`src/common/charge_bank_defs.svh`:
```
// constants for the charge-monitor register bank: register addresses,
// field positions, reset values and timing figures.
// assumes the includer compiles it once per unit; guarded against repeats.
`ifndef CHARGE_BANK_DEFS_SVH
`define CHARGE_BANK_DEFS_SVH

`define ADDR_TEMP_FUEL 7'h02
`define ADDR_NOM_HIGH 7'h03
`define ADDR_PACK_ID 7'h04
`define ADDR_LEARNED_REF 7'h05
`define ADDR_SEC_FLAGS 7'h06
`define ADDR_PULLDOWN 7'h07
`define ADDR_PULLUP 7'h08
`define ADDR_CPI_COUNT 7'h09
`define ADDR_FILTER 7'h0a
`define ADDR_NOM_LOW 7'h17
`define ADDR_SOFT_RESET 7'h39

`define CMD_WRITE_BIT 7
`define SOFT_RESET_IDLE 8'h00
`define SOFT_RESET_FIRE 8'h80

// temperature band codes
`define BAND_MINUS_20 4'h1
`define BAND_ZERO 4'h3
`define BAND_ABOVE_ZERO 4'h4
`define BAND_ABOVE_TEN 4'h5
`define BAND_MAX 4'hc

`define CPI_STALE_LEVEL 8'h40
`define CPI_SAT_LEVEL 8'hff
`define NOM_MAX 16'hffff
`define NOM_ZERO 16'h0000

// 0.94 of the reference expressed as nom*25 < ref*256*94/4
`define NEAR_FULL_NUM 24'h000019
`define NEAR_FULL_DEN 24'h001780

`define FILTER_RESET 8'h00
`define OVERLOAD_HOLD_MS 500
`define CLK_HZ 40000000

`endif

```
`src/common/charge_bank_pkg.sv`:
```
// types shared by the charge-monitor register bank.
// assumes charge_bank_defs.svh supplies the numeric constants.
package charge_bank_pkg;

    typedef enum logic [1:0] {
        scale_full,
        scale_three_quarter,
        scale_half
    } scale_band_e;

    typedef logic [7:0] byte_t;
    typedef logic [15:0] nom_count_t;

endpackage : charge_bank_pkg

```
`src/rtl/battery_charge_register_bank.sv`:
```
// register bank of a battery charge monitor: fuel gauge, nominal count,
// learned full reference, flags, pin maps, stale counter and soft reset.
// assumes the serial link front end delivers whole command/data bytes and
// the analog front end delivers synchronous level and pulse indications.
//
// Overview of operation
// - register 02h holds temperature band and fuel
// - band code 0 to 12 in 10 degree steps
// - fuel in sixteenths from count and reference
// - fuel scaled 0.75 below zero, 0.5 below -20
// - ten degree hysteresis leaving the 0.75 band
// - count high byte writable, low byte read-only
// - first empty warning clears whole nominal count
// - pack id byte kept, no effect on behaviour
// - learned reference writable, loaded from programmed count
// - learn only on qualified full-to-empty discharge
// - fast charge flag set on charge, rate clears
// - discharge rate code tracks -150mV threshold
// - overload flag; sampling resumes 0.5s later
// - pull-down map per led output, top unused
// - pull-up map per led output, top unused
// - stale counter counts charges below 0.94 reference, plus one per stay above 0.94
// - stale counter saturates, flag at 64, learning clears
// - filter register sets valid charge/discharge thresholds
// - writing 00h then 80h to 39h resets
// - reset loads reference and count, clears stale counter, sets stale and swap flags
// - pin six low or floating clears count
// - command byte: bit 7 write, address below
`timescale 1ns/10ps
`include "charge_bank_defs.svh"

module battery_charge_register_bank #(
    parameter int unsigned OVERLOAD_HOLD_CYCLES =
        (`OVERLOAD_HOLD_MS * (`CLK_HZ / 1000)),
    parameter int unsigned HOLD_W = 25
) (
    input wire logic clk_in,
    input wire logic rst_b_in,
    input wire logic cmd_valid_in,
    input wire charge_bank_pkg::byte_t command_byte_in,
    input wire charge_bank_pkg::byte_t write_data_in,
    input wire logic [3:0] temp_band_code_in,
    input wire logic charge_count_up_in,
    input wire logic discharge_count_down_in,
    input wire logic valid_charge_in,
    input wire logic charge_rate_low_in,
    input wire logic first_empty_warning_in,
    input wire logic sense_below_150_in,
    input wire logic sense_below_250_in,
    input wire logic self_discharge_over_in,
    input wire logic use_programmed_ref_in,
    input wire charge_bank_pkg::byte_t programmed_full_count_in,
    input wire logic program_pin_six_in,
    input wire logic [5:0] led_pulldown_in,
    input wire logic [5:0] led_pullup_in,
    output charge_bank_pkg::byte_t read_data_out,
    output logic read_valid_out,
    output charge_bank_pkg::byte_t charge_threshold_filter_out,
    output logic fast_charge_flag_out,
    output logic overload_flag_out,
    output logic empty_sampling_enable_out,
    output logic stale_full_ref_flag_out,
    output logic discharge_qualified_flag_out,
    output logic pack_swapped_flag_out
);
    import charge_bank_pkg::*;

    // fuel code in sixteenths: largest k with scaled*16 >= k*ref*256
    function automatic logic [3:0] gauge_of(input logic [15:0] scaled,
                                            input byte_t full_ref);
        logic [23:0] lhs;
        logic [23:0] step;
        logic [3:0] res;
        lhs = {4'h0, scaled, 4'h0};
        step = {8'h00, full_ref, 8'h00};
        res = 4'h0;
        for (int k = 1; k <= 15; k++) begin
            if (lhs >= step * 24'(k)) begin
                res = 4'(k);
            end
        end
        return res;
    endfunction : gauge_of

    function automatic logic is_write(input byte_t cmd);
        return cmd[`CMD_WRITE_BIT];
    endfunction : is_write

    byte_t temp_and_fuel_level;
    nom_count_t nominal_charge_count;
    byte_t pack_type_id;
    byte_t learned_full_reference;
    byte_t secondary_flags;
    byte_t pin_pulldown_map;
    byte_t pin_pullup_map;
    byte_t charge_without_update_count;
    byte_t charge_threshold_filter;
    byte_t soft_reset_trigger;
    scale_band_e scale_band;
    logic init_pending;
    logic soft_reset_fire;
    logic near_full_latched;
    logic empty_seen;
    logic [15:0] learned_discharge;
    logic [HOLD_W-1:0] overload_hold;

    logic [6:0] cmd_addr;
    logic wr_strobe;
    logic rd_strobe;
    logic do_init;
    byte_t active_ref;
    logic [15:0] scaled_count;
    logic cold_temp;
    logic below_near_full;
    logic learn_now;
    logic [7:0] next_cpi;

    assign cmd_addr = command_byte_in[6:0];
    assign wr_strobe = cmd_valid_in && is_write(command_byte_in);
    assign rd_strobe = cmd_valid_in && !is_write(command_byte_in);
    assign do_init = init_pending || soft_reset_fire;
    assign cold_temp = temp_band_code_in < `BAND_ABOVE_ZERO;
    assign active_ref = use_programmed_ref_in ? programmed_full_count_in :
                        learned_full_reference;

    // async reset can only load constants, so the full-count load is run
    // one clock after release via init_pending
    always_ff @(posedge clk_in or negedge rst_b_in) begin
        if (!rst_b_in) begin
            init_pending <= 1'b1;
        end else begin
            init_pending <= 1'b0;
        end
    end

    always_ff @(posedge clk_in or negedge rst_b_in) begin
        if (!rst_b_in) begin
            soft_reset_trigger <= `SOFT_RESET_IDLE;
            soft_reset_fire <= 1'b0;
        end else begin
            soft_reset_fire <= 1'b0;
            if (soft_reset_fire) begin
                soft_reset_trigger <= `SOFT_RESET_IDLE;
            end else if (wr_strobe && cmd_addr == `ADDR_SOFT_RESET) begin
                soft_reset_trigger <= write_data_in;
                // only the 00h to 80h transition fires
                if (soft_reset_trigger == `SOFT_RESET_IDLE &&
                    write_data_in == `SOFT_RESET_FIRE) begin
                    soft_reset_fire <= 1'b1;
                end
            end
        end
    end

    // cold scaling band; leaving 0.75 needs the band above +10 degrees
    always_ff @(posedge clk_in or negedge rst_b_in) begin
        if (!rst_b_in) begin
            scale_band <= scale_full;
        end else begin
            case (scale_band)
                scale_full: begin
                    if (temp_band_code_in <= `BAND_MINUS_20) begin
                        scale_band <= scale_half;
                    end else if (temp_band_code_in <= `BAND_ZERO) begin
                        scale_band <= scale_three_quarter;
                    end
                end
                scale_three_quarter: begin
                    if (temp_band_code_in <= `BAND_MINUS_20) begin
                        scale_band <= scale_half;
                    end else if (temp_band_code_in >= `BAND_ABOVE_TEN) begin
                        scale_band <= scale_full;
                    end
                end
                scale_half: begin
                    if (temp_band_code_in > `BAND_MINUS_20) begin
                        scale_band <= scale_three_quarter;
                    end
                end
                default: begin
                    scale_band <= scale_full;
                end
            endcase
        end
    end

    always_comb begin
        case (scale_band)
            scale_three_quarter: begin
                scaled_count = nominal_charge_count -
                               (nominal_charge_count >> 2);
            end
            scale_half: begin
                scaled_count = nominal_charge_count >> 1;
            end
            default: begin
                scaled_count = nominal_charge_count;
            end
        endcase
    end

    // band codes above twelve are never produced; clamp to be safe
    always_ff @(posedge clk_in or negedge rst_b_in) begin
        if (!rst_b_in) begin
            temp_and_fuel_level <= 8'h00;
        end else begin
            temp_and_fuel_level[7:4] <= (temp_band_code_in > `BAND_MAX) ?
                `BAND_MAX : temp_band_code_in;
            temp_and_fuel_level[3:0] <= gauge_of(scaled_count,
                                                 active_ref);
        end
    end

    // empty warning beats host write, which beats counting
    always_ff @(posedge clk_in or negedge rst_b_in) begin
        if (!rst_b_in) begin
            nominal_charge_count <= `NOM_ZERO;
        end else if (do_init) begin
            if (program_pin_six_in) begin
                nominal_charge_count <= {programmed_full_count_in,
                                         8'h00};
            end else begin
                nominal_charge_count <= `NOM_ZERO;
            end
        end else if (first_empty_warning_in) begin
            nominal_charge_count <= `NOM_ZERO;
        end else if (wr_strobe && cmd_addr == `ADDR_NOM_HIGH) begin
            nominal_charge_count[15:8] <= write_data_in;
        end else if (charge_count_up_in && !discharge_count_down_in) begin
            if (nominal_charge_count != `NOM_MAX) begin
                nominal_charge_count <= nominal_charge_count + 16'h0001;
            end
        end else if (discharge_count_down_in && !charge_count_up_in) begin
            if (nominal_charge_count != `NOM_ZERO) begin
                nominal_charge_count <= nominal_charge_count - 16'h0001;
            end
        end
    end

    // pack id survives soft reset; only power loss clears it
    always_ff @(posedge clk_in or negedge rst_b_in) begin
        if (!rst_b_in) begin
            pack_type_id <= 8'h00;
        end else if (wr_strobe && cmd_addr == `ADDR_PACK_ID) begin
            pack_type_id <= write_data_in;
        end
    end

    always_ff @(posedge clk_in or negedge rst_b_in) begin
        if (!rst_b_in) begin
            charge_threshold_filter <= `FILTER_RESET;
        end else if (wr_strobe && cmd_addr == `ADDR_FILTER) begin
            charge_threshold_filter <= write_data_in;
        end
    end

    // learning qualification: discharge starting at count == reference
    always_ff @(posedge clk_in or negedge rst_b_in) begin
        if (!rst_b_in) begin
            discharge_qualified_flag_out <= 1'b0;
            learned_discharge <= 16'h0000;
        end else if (do_init || learn_now) begin
            discharge_qualified_flag_out <= 1'b0;
            learned_discharge <= 16'h0000;
        end else if (valid_charge_in || self_discharge_over_in ||
                     (first_empty_warning_in && cold_temp)) begin
            discharge_qualified_flag_out <= 1'b0;
            learned_discharge <= 16'h0000;
        end else if (discharge_count_down_in) begin
            if (nominal_charge_count ==
                {learned_full_reference, 8'h00}) begin
                discharge_qualified_flag_out <= 1'b1;
                learned_discharge <= 16'h0001;
            end else if (discharge_qualified_flag_out &&
                         learned_discharge != `NOM_MAX) begin
                learned_discharge <= learned_discharge + 16'h0001;
            end
        end
    end

    assign learn_now = discharge_qualified_flag_out && first_empty_warning_in &&
                       !cold_temp && !valid_charge_in &&
                       !self_discharge_over_in;

    always_ff @(posedge clk_in or negedge rst_b_in) begin
        if (!rst_b_in) begin
            learned_full_reference <= 8'h00;
        end else if (do_init) begin
            learned_full_reference <= programmed_full_count_in;
        end else if (learn_now) begin
            learned_full_reference <= learned_discharge[15:8];
        end else if (wr_strobe && cmd_addr == `ADDR_LEARNED_REF) begin
            learned_full_reference <= write_data_in;
        end
    end

    // nom*25 < ref*6016 is the 0.94 comparison without a divider
    assign below_near_full =
        ({8'h00, nominal_charge_count} * `NEAR_FULL_NUM) <
        ({16'h0000, learned_full_reference} * `NEAR_FULL_DEN);

    always_comb begin
        next_cpi = charge_without_update_count;
        if (valid_charge_in && charge_without_update_count != `CPI_SAT_LEVEL &&
            (below_near_full || !near_full_latched)) begin
            next_cpi = charge_without_update_count + 8'h01;
        end
    end

    always_ff @(posedge clk_in or negedge rst_b_in) begin
        if (!rst_b_in) begin
            charge_without_update_count <= 8'h00;
            near_full_latched <= 1'b0;
            stale_full_ref_flag_out <= 1'b0;
        end else if (do_init) begin
            charge_without_update_count <= 8'h00;
            near_full_latched <= 1'b0;
            stale_full_ref_flag_out <= 1'b1;
        end else if (learn_now) begin
            charge_without_update_count <= 8'h00;
            near_full_latched <= 1'b0;
            stale_full_ref_flag_out <= 1'b0;
        end else begin
            charge_without_update_count <= next_cpi;
            // one count per stay above 0.94; released by dropping below
            if (below_near_full) begin
                near_full_latched <= 1'b0;
            end else if (valid_charge_in) begin
                near_full_latched <= 1'b1;
            end
            if (next_cpi == `CPI_STALE_LEVEL) begin
                stale_full_ref_flag_out <= 1'b1;
            end
        end
    end

    // swap flag: set by reset, cleared by a charge to full or after empty
    always_ff @(posedge clk_in or negedge rst_b_in) begin
        if (!rst_b_in) begin
            pack_swapped_flag_out <= 1'b1;
            empty_seen <= 1'b0;
        end else if (do_init) begin
            pack_swapped_flag_out <= 1'b1;
            empty_seen <= 1'b0;
        end else begin
            if (first_empty_warning_in) begin
                empty_seen <= 1'b1;
            end else if (valid_charge_in) begin
                empty_seen <= 1'b0;
            end
            if (valid_charge_in && (empty_seen || (charge_count_up_in &&
                nominal_charge_count + 16'h0001 ==
                {learned_full_reference, 8'h00}))) begin
                pack_swapped_flag_out <= 1'b0;
            end
        end
    end

    // set wins over clear when a charge begins as the rate drops
    always_ff @(posedge clk_in or negedge rst_b_in) begin
        if (!rst_b_in) begin
            fast_charge_flag_out <= 1'b0;
        end else if (valid_charge_in && !fast_charge_flag_out) begin
            fast_charge_flag_out <= 1'b1;
        end else if (charge_rate_low_in) begin
            fast_charge_flag_out <= 1'b0;
        end
    end

    // sampling waits the hold time after the overload ends
    always_ff @(posedge clk_in or negedge rst_b_in) begin
        if (!rst_b_in) begin
            overload_flag_out <= 1'b0;
            overload_hold <= '0;
            empty_sampling_enable_out <= 1'b1;
        end else begin
            overload_flag_out <= sense_below_250_in;
            if (sense_below_250_in) begin
                overload_hold <= HOLD_W'(OVERLOAD_HOLD_CYCLES);
                empty_sampling_enable_out <= 1'b0;
            end else if (overload_hold != '0) begin
                overload_hold <= overload_hold - HOLD_W'(1);
                empty_sampling_enable_out <= (overload_hold == HOLD_W'(1));
            end else begin
                empty_sampling_enable_out <= 1'b1;
            end
        end
    end

    always_ff @(posedge clk_in or negedge rst_b_in) begin
        if (!rst_b_in) begin
            secondary_flags <= 8'h00;
            pin_pulldown_map <= 8'h00;
            pin_pullup_map <= 8'h00;
            charge_threshold_filter_out <= `FILTER_RESET;
        end else begin
            charge_threshold_filter_out <= charge_threshold_filter;
            secondary_flags <= {fast_charge_flag_out, 2'b00,
                                sense_below_150_in, 3'b000,
                                sense_below_250_in};
            pin_pulldown_map <= {2'b00, led_pulldown_in};
            pin_pullup_map <= {2'b00, led_pullup_in};
        end
    end

    // unmapped and write-only addresses read as zero
    always_ff @(posedge clk_in or negedge rst_b_in) begin
        if (!rst_b_in) begin
            read_data_out <= 8'h00;
            read_valid_out <= 1'b0;
        end else begin
            read_valid_out <= rd_strobe;
            if (rd_strobe) begin
                case (cmd_addr)
                    `ADDR_TEMP_FUEL: read_data_out <= temp_and_fuel_level;
                    `ADDR_NOM_HIGH: read_data_out <= nominal_charge_count[15:8];
                    `ADDR_PACK_ID: read_data_out <= pack_type_id;
                    `ADDR_LEARNED_REF: read_data_out <= learned_full_reference;
                    `ADDR_SEC_FLAGS: read_data_out <= secondary_flags;
                    `ADDR_PULLDOWN: read_data_out <= pin_pulldown_map;
                    `ADDR_PULLUP: read_data_out <= pin_pullup_map;
                    `ADDR_CPI_COUNT: read_data_out <= charge_without_update_count;
                    `ADDR_FILTER: read_data_out <= charge_threshold_filter;
                    `ADDR_NOM_LOW: read_data_out <= nominal_charge_count[7:0];
                    default: read_data_out <= 8'h00;
                endcase
            end
        end
    end

endmodule : battery_charge_register_bank

```
`config.mk`:
```
export PLATFORM = sky130hd
export DESIGN_NAME = battery_charge_register_bank
export DESIGN_NICKNAME = d
export VERILOG_FILES = /design/src/common/charge_bank_pkg.sv /design/src/rtl/battery_charge_register_bank.sv
export VERILOG_INCLUDE_DIRS = /design/src /design/src/common
export SDC_FILE = /design/constraint.sdc
export NUM_CORES = 1
export LEC_CHECK = 0
export ABC_AREA = 1
export BUFFER_PORTS_ARGS = -buffer_cell sky130_fd_sc_hd__clkbuf_2
export CAP_MARGIN = 20
export CORE_ASPECT_RATIO = 0.9
export CORE_UTILIZATION = 55
export DETAILED_ROUTE_END_ITERATION = 8
export PLACE_DENSITY = 0.76
export RECOVER_POWER = 50
export SLEW_MARGIN = 10
export SYNTH_ARGS = -nofsm -noshare
export SYNTH_HDL_FRONTEND = slang
export SYNTH_SLANG_ARGS = --single-unit
```
`constraint.sdc`:
```
create_clock -name clk_in -period 12.3 [get_ports clk_in]
set_input_delay 1.23 -clock clk_in [delete_from_list [all_inputs] [get_ports clk_in]]
set_output_delay 1.23 -clock clk_in [all_outputs]
set_load 0.01 [all_outputs]
```
==> impl_metrics.yaml <==
status:
  status: "finished, violations left"
  violations: "capacitance limit, slew limit"
setup_path:
  cp.depth: 2
  worstRegToRegCells: 37
  rr_endpoint: "stale_full_ref_flag_out"
  end_kind: "asynchronous set/reset pin"
  crit_fanout: 86
  crit_arrival_ps: 7000
  rrSetupSlack_ps: 6120
  crit_buf_inv: 2
  cp-startpoint: "rst_b_in"
  cp-start-kind: "input pin"
  r2r_start: "nominal_charge_count[3]"
  critPathKind: "input pin to asynchronous set/reset pin"
  required_ps: 12120
  slowest_delay_ps: 3230
  cp_cell_sequence: "clkbuf_1 -> clkbuf_1"
  cp_slowest_cell: "clkbuf_1"
  crit_end: "overload_hold[13]"
  cp_top_family: "buffers and inverters"
  crit_top_cell: "clkbuf_1"
logic_synthesis:
  syn_area_mm2: 0.0178
  ys_ff_latch: 148
  ys_async_sr_fraction_pct: 100
  synth-main-ff-cell: "dfrtp_1"
  synth.yosys.seq_area_share_pct: 20.9
  synthCells: 2321
  synth_edf_count: 0
  mappedNetlistNets: 2761
  synth.distinct_cells: 68
  synth_warnings: 0
  syn_avg_cell_area_um2: 7.66
clocking:
  cts.reportedPaths.clkPinSlew_ps: 60
  clock_latency_ps: 430
  ctsHtreeMaxLevel: 4
  cts_resized: 0
  cts_tree: "done"
  cts_inserted_buffers: 17
  clockBufferDepth: 2
  post_cts_buffers: 0
  cts_root_buffer: "clkbuf_16"
  cts.sinks: 148
  holdBufCountCts: 0
route:
  viasPerCell: 5.81
  drtPass1Iterations: 6
  drtIter0Drc: 1380
  drc: 0
  ant_nets: 0
  wl_mm: 51.8
  vias: 16500
  wl_per_cell_um: 18.2
timing:
  timing.setup.tns_ps: 0
  report.final.slew_viol_count: 151
  setup_viol: 0
  finalHoldViolCount: 0
  clock_skew_ps: 12.2
  slew_headroom_pct: -214
  tightest_slew_ps: 4710
  grt_setup_unrepaired: "no"
  min_period_ps: 7180
  fmax_mhz: 139
  fin_crit_sh_pct: 58.3
pwr:
  combPwrFrac_pct: 74.4
  switching_power_w: 0.00223
  clkPwrFrac_pct: 12.0
  irDropWorstVdd_mv: 0.126
  intPower_w: 0.00199
  p_leak_nw: 10.2
  power.density_mw_per_mm2: 219
  seqPwrFrac_pct: 13.6
  switching_share_pct: 52.9
floorplan:
  dieArea_mm2: 0.0330
  initial_core_util_pct: 55.8
  dieWidth_um: 192
  die_y_um: 173
  boundaryPins: 76
  core-area_mm2: 0.0319
  rows: 62
layout:
  final_nets: 2850
  ff_latch_area_mm2: 0.00371
  layout_commonest_cell: "inv_1"
  nFillCells: 2828
  stdcell_count: 2839
  drive_gt1_share_pct: 6.36
  multiInputGateArea_mm2: 0.0124
  syn2layout_area_growth_pct: 8.26
  final_cell_mix: "407 x inv_1, 363 x nand2_1, 325 x ha_1"
  n_antenna_cell: 0
global_route:
  grt_antenna_before_repair: 0
  grt_pass1_wl_mm: 83.3
  grt_start_max_net_pins: 87
  track_usage_pct: 32.1
  grt_pass1_vias: 15800
  overflow: 0
place:
  detailed_place_hpwl_mm: 42.0
  portBuffers: 75
  gp_congestion: 0.969
  numPlacedInstances: 2806
run:
  drv_cap: 2
hold_path:
  hold_path.class: "register to register"
==> metrics by stage <==
step                      hold WS (ps)  utilization [%]  power, W  setup WS, ps  cell area (µm²)
after CTS                          431             60.5   0.00416          6210            19300
after detailed placement           415             58.7   0.00364          6050            18700
final                              430             60.4   0.00422          5120            19200
after global placement             421             58.7   0.00351          6250            18700
after global routing               448             60.4   0.00467          3610            19200
after floorplan                    374                -   0.00283          6300            17800
==> registers in the layout, indices dropped and copies added (netlist names), 2 cells and up <==
register                     flops
temp_and_fuel_level              8
nominal_charge_count            16
pack_type_id                     8
learned_discharge               16
charge_without_update_count      8
charge_threshold_filter_out      8
pin_pulldown_map                 6
scale_band                       2
charge_threshold_filter          8
soft_reset_trigger               8
pin_pullup_map                   6
secondary_flags                  3
overload_hold                   25
read_data_out                    8
learned_full_reference           8
==> power groups by stage <==
stage	Clock (W)	Combinational, W	Sequential, W
5_1_grt	0.000530	0.00356	0.000579
3_5_place_dp	0	0.00306	0.000583
6_report	0.000506	0.00314	0.000575
4_1_cts	0.000512	0.00308	0.000574
2_1_floorplan	0	0.00227	0.000564
3_3_place_gp	0	0.00293	0.000582
==> worst min path at each step <==
stage | endpoint | slack [ps] | from | cells after the start
detailed placement | secondary_flags[7] | 410 | fast_charge_flag_out | 0
finish | secondary_flags[7] | 430 | fast_charge_flag_out | 0
global placement | secondary_flags[7] | 420 | fast_charge_flag_out | 0
floorplan | charge_threshold_filter_out[1] | 370 | charge_threshold_filter[1] | 0
CTS | secondary_flags[7] | 430 | fast_charge_flag_out | 0
global route | charge_threshold_filter_out[0] | 450 | charge_threshold_filter[0] | 0
==> cells in the mapped netlist (all sizes together) (7+ instances only) <==
| master | number | area (µm²) |
|---|---|---|
| a211oi | 14 | 110 |
| a21o | 12 | 91.3 |
| a21oi | 168 | 871 |
| a221oi | 18 | 158 |
| a31oi | 17 | 106 |
| clkbuf | 19 | 71.3 |
| clkinv | 7 | 26.3 |
| dfrtp | 145 | 3630 |
| fa | 62 | 1240 |
| ha | 325 | 4070 |
| inv | 411 | 1540 |
| nand2 | 373 | 1440 |
| nand3 | 126 | 658 |
| nand4 | 35 | 231 |
| nor2 | 177 | 679 |
| nor3 | 40 | 205 |
| nor4 | 13 | 81.3 |
| o2111ai | 9 | 78.8 |
| o211ai | 10 | 75.1 |
| o21ai | 142 | 711 |
| o21bai | 13 | 97.6 |
| o22ai | 8 | 50.1 |
| or2 | 12 | 75.1 |
| xnor2 | 24 | 210 |
| xor2 | 75 | 657 |
==> kinds of logic (layout without fill, tap and decap cells) <==
family                   Yosys count  count (layout)  share of synthesized area (%)
AND/OR/NAND/NOR                  785             785                           19.3
AO/OA/AOI/OAI                    454             454                           15.4
buffers and inverters            441             543                           9.33
adder cells (fa/ha/maj)          387             387                           29.9
flip-flops                       148             148                           20.9
XOR/XNOR                          99              99                           4.88
multiplexers                       6               6                          0.380
other                              1               1                         0.0211
==> metal layers <==
metal  track usage [%]  vias up  wire (µm)
li1                  -     7951          -
met3              6.37       83       4320
met4              8.86        0       1320
met2              48.8      624      22600
met5                 0        -          0
met1              46.1     7836      23500
==> area by class of cell <==
| type | instances | area share (%) |
|---|---|---|
| sequential | 148 | 19.3 |
| tap | 416 | 2.70 |
| clock inverter | 13 | 0.644 |
| multi-input combinational | 1732 | 64.5 |
| inverter | 418 | 8.15 |
| timing repair buffer | 93 | 2.44 |
| clock buffer | 19 | 2.30 |
==> worst reg2reg max path: cells and delay by family (launching register included) <==
kind	cells	cell delay, ps
XOR/XNOR	2	360
AO/OA/AOI/OAI	8	1480
AND/OR/NAND/NOR	19	1650
buffers and inverters	3	300
adder cells (fa/ha/maj)	5	1720
flip-flops	1	560
Power figures use the tool's default switching activity.
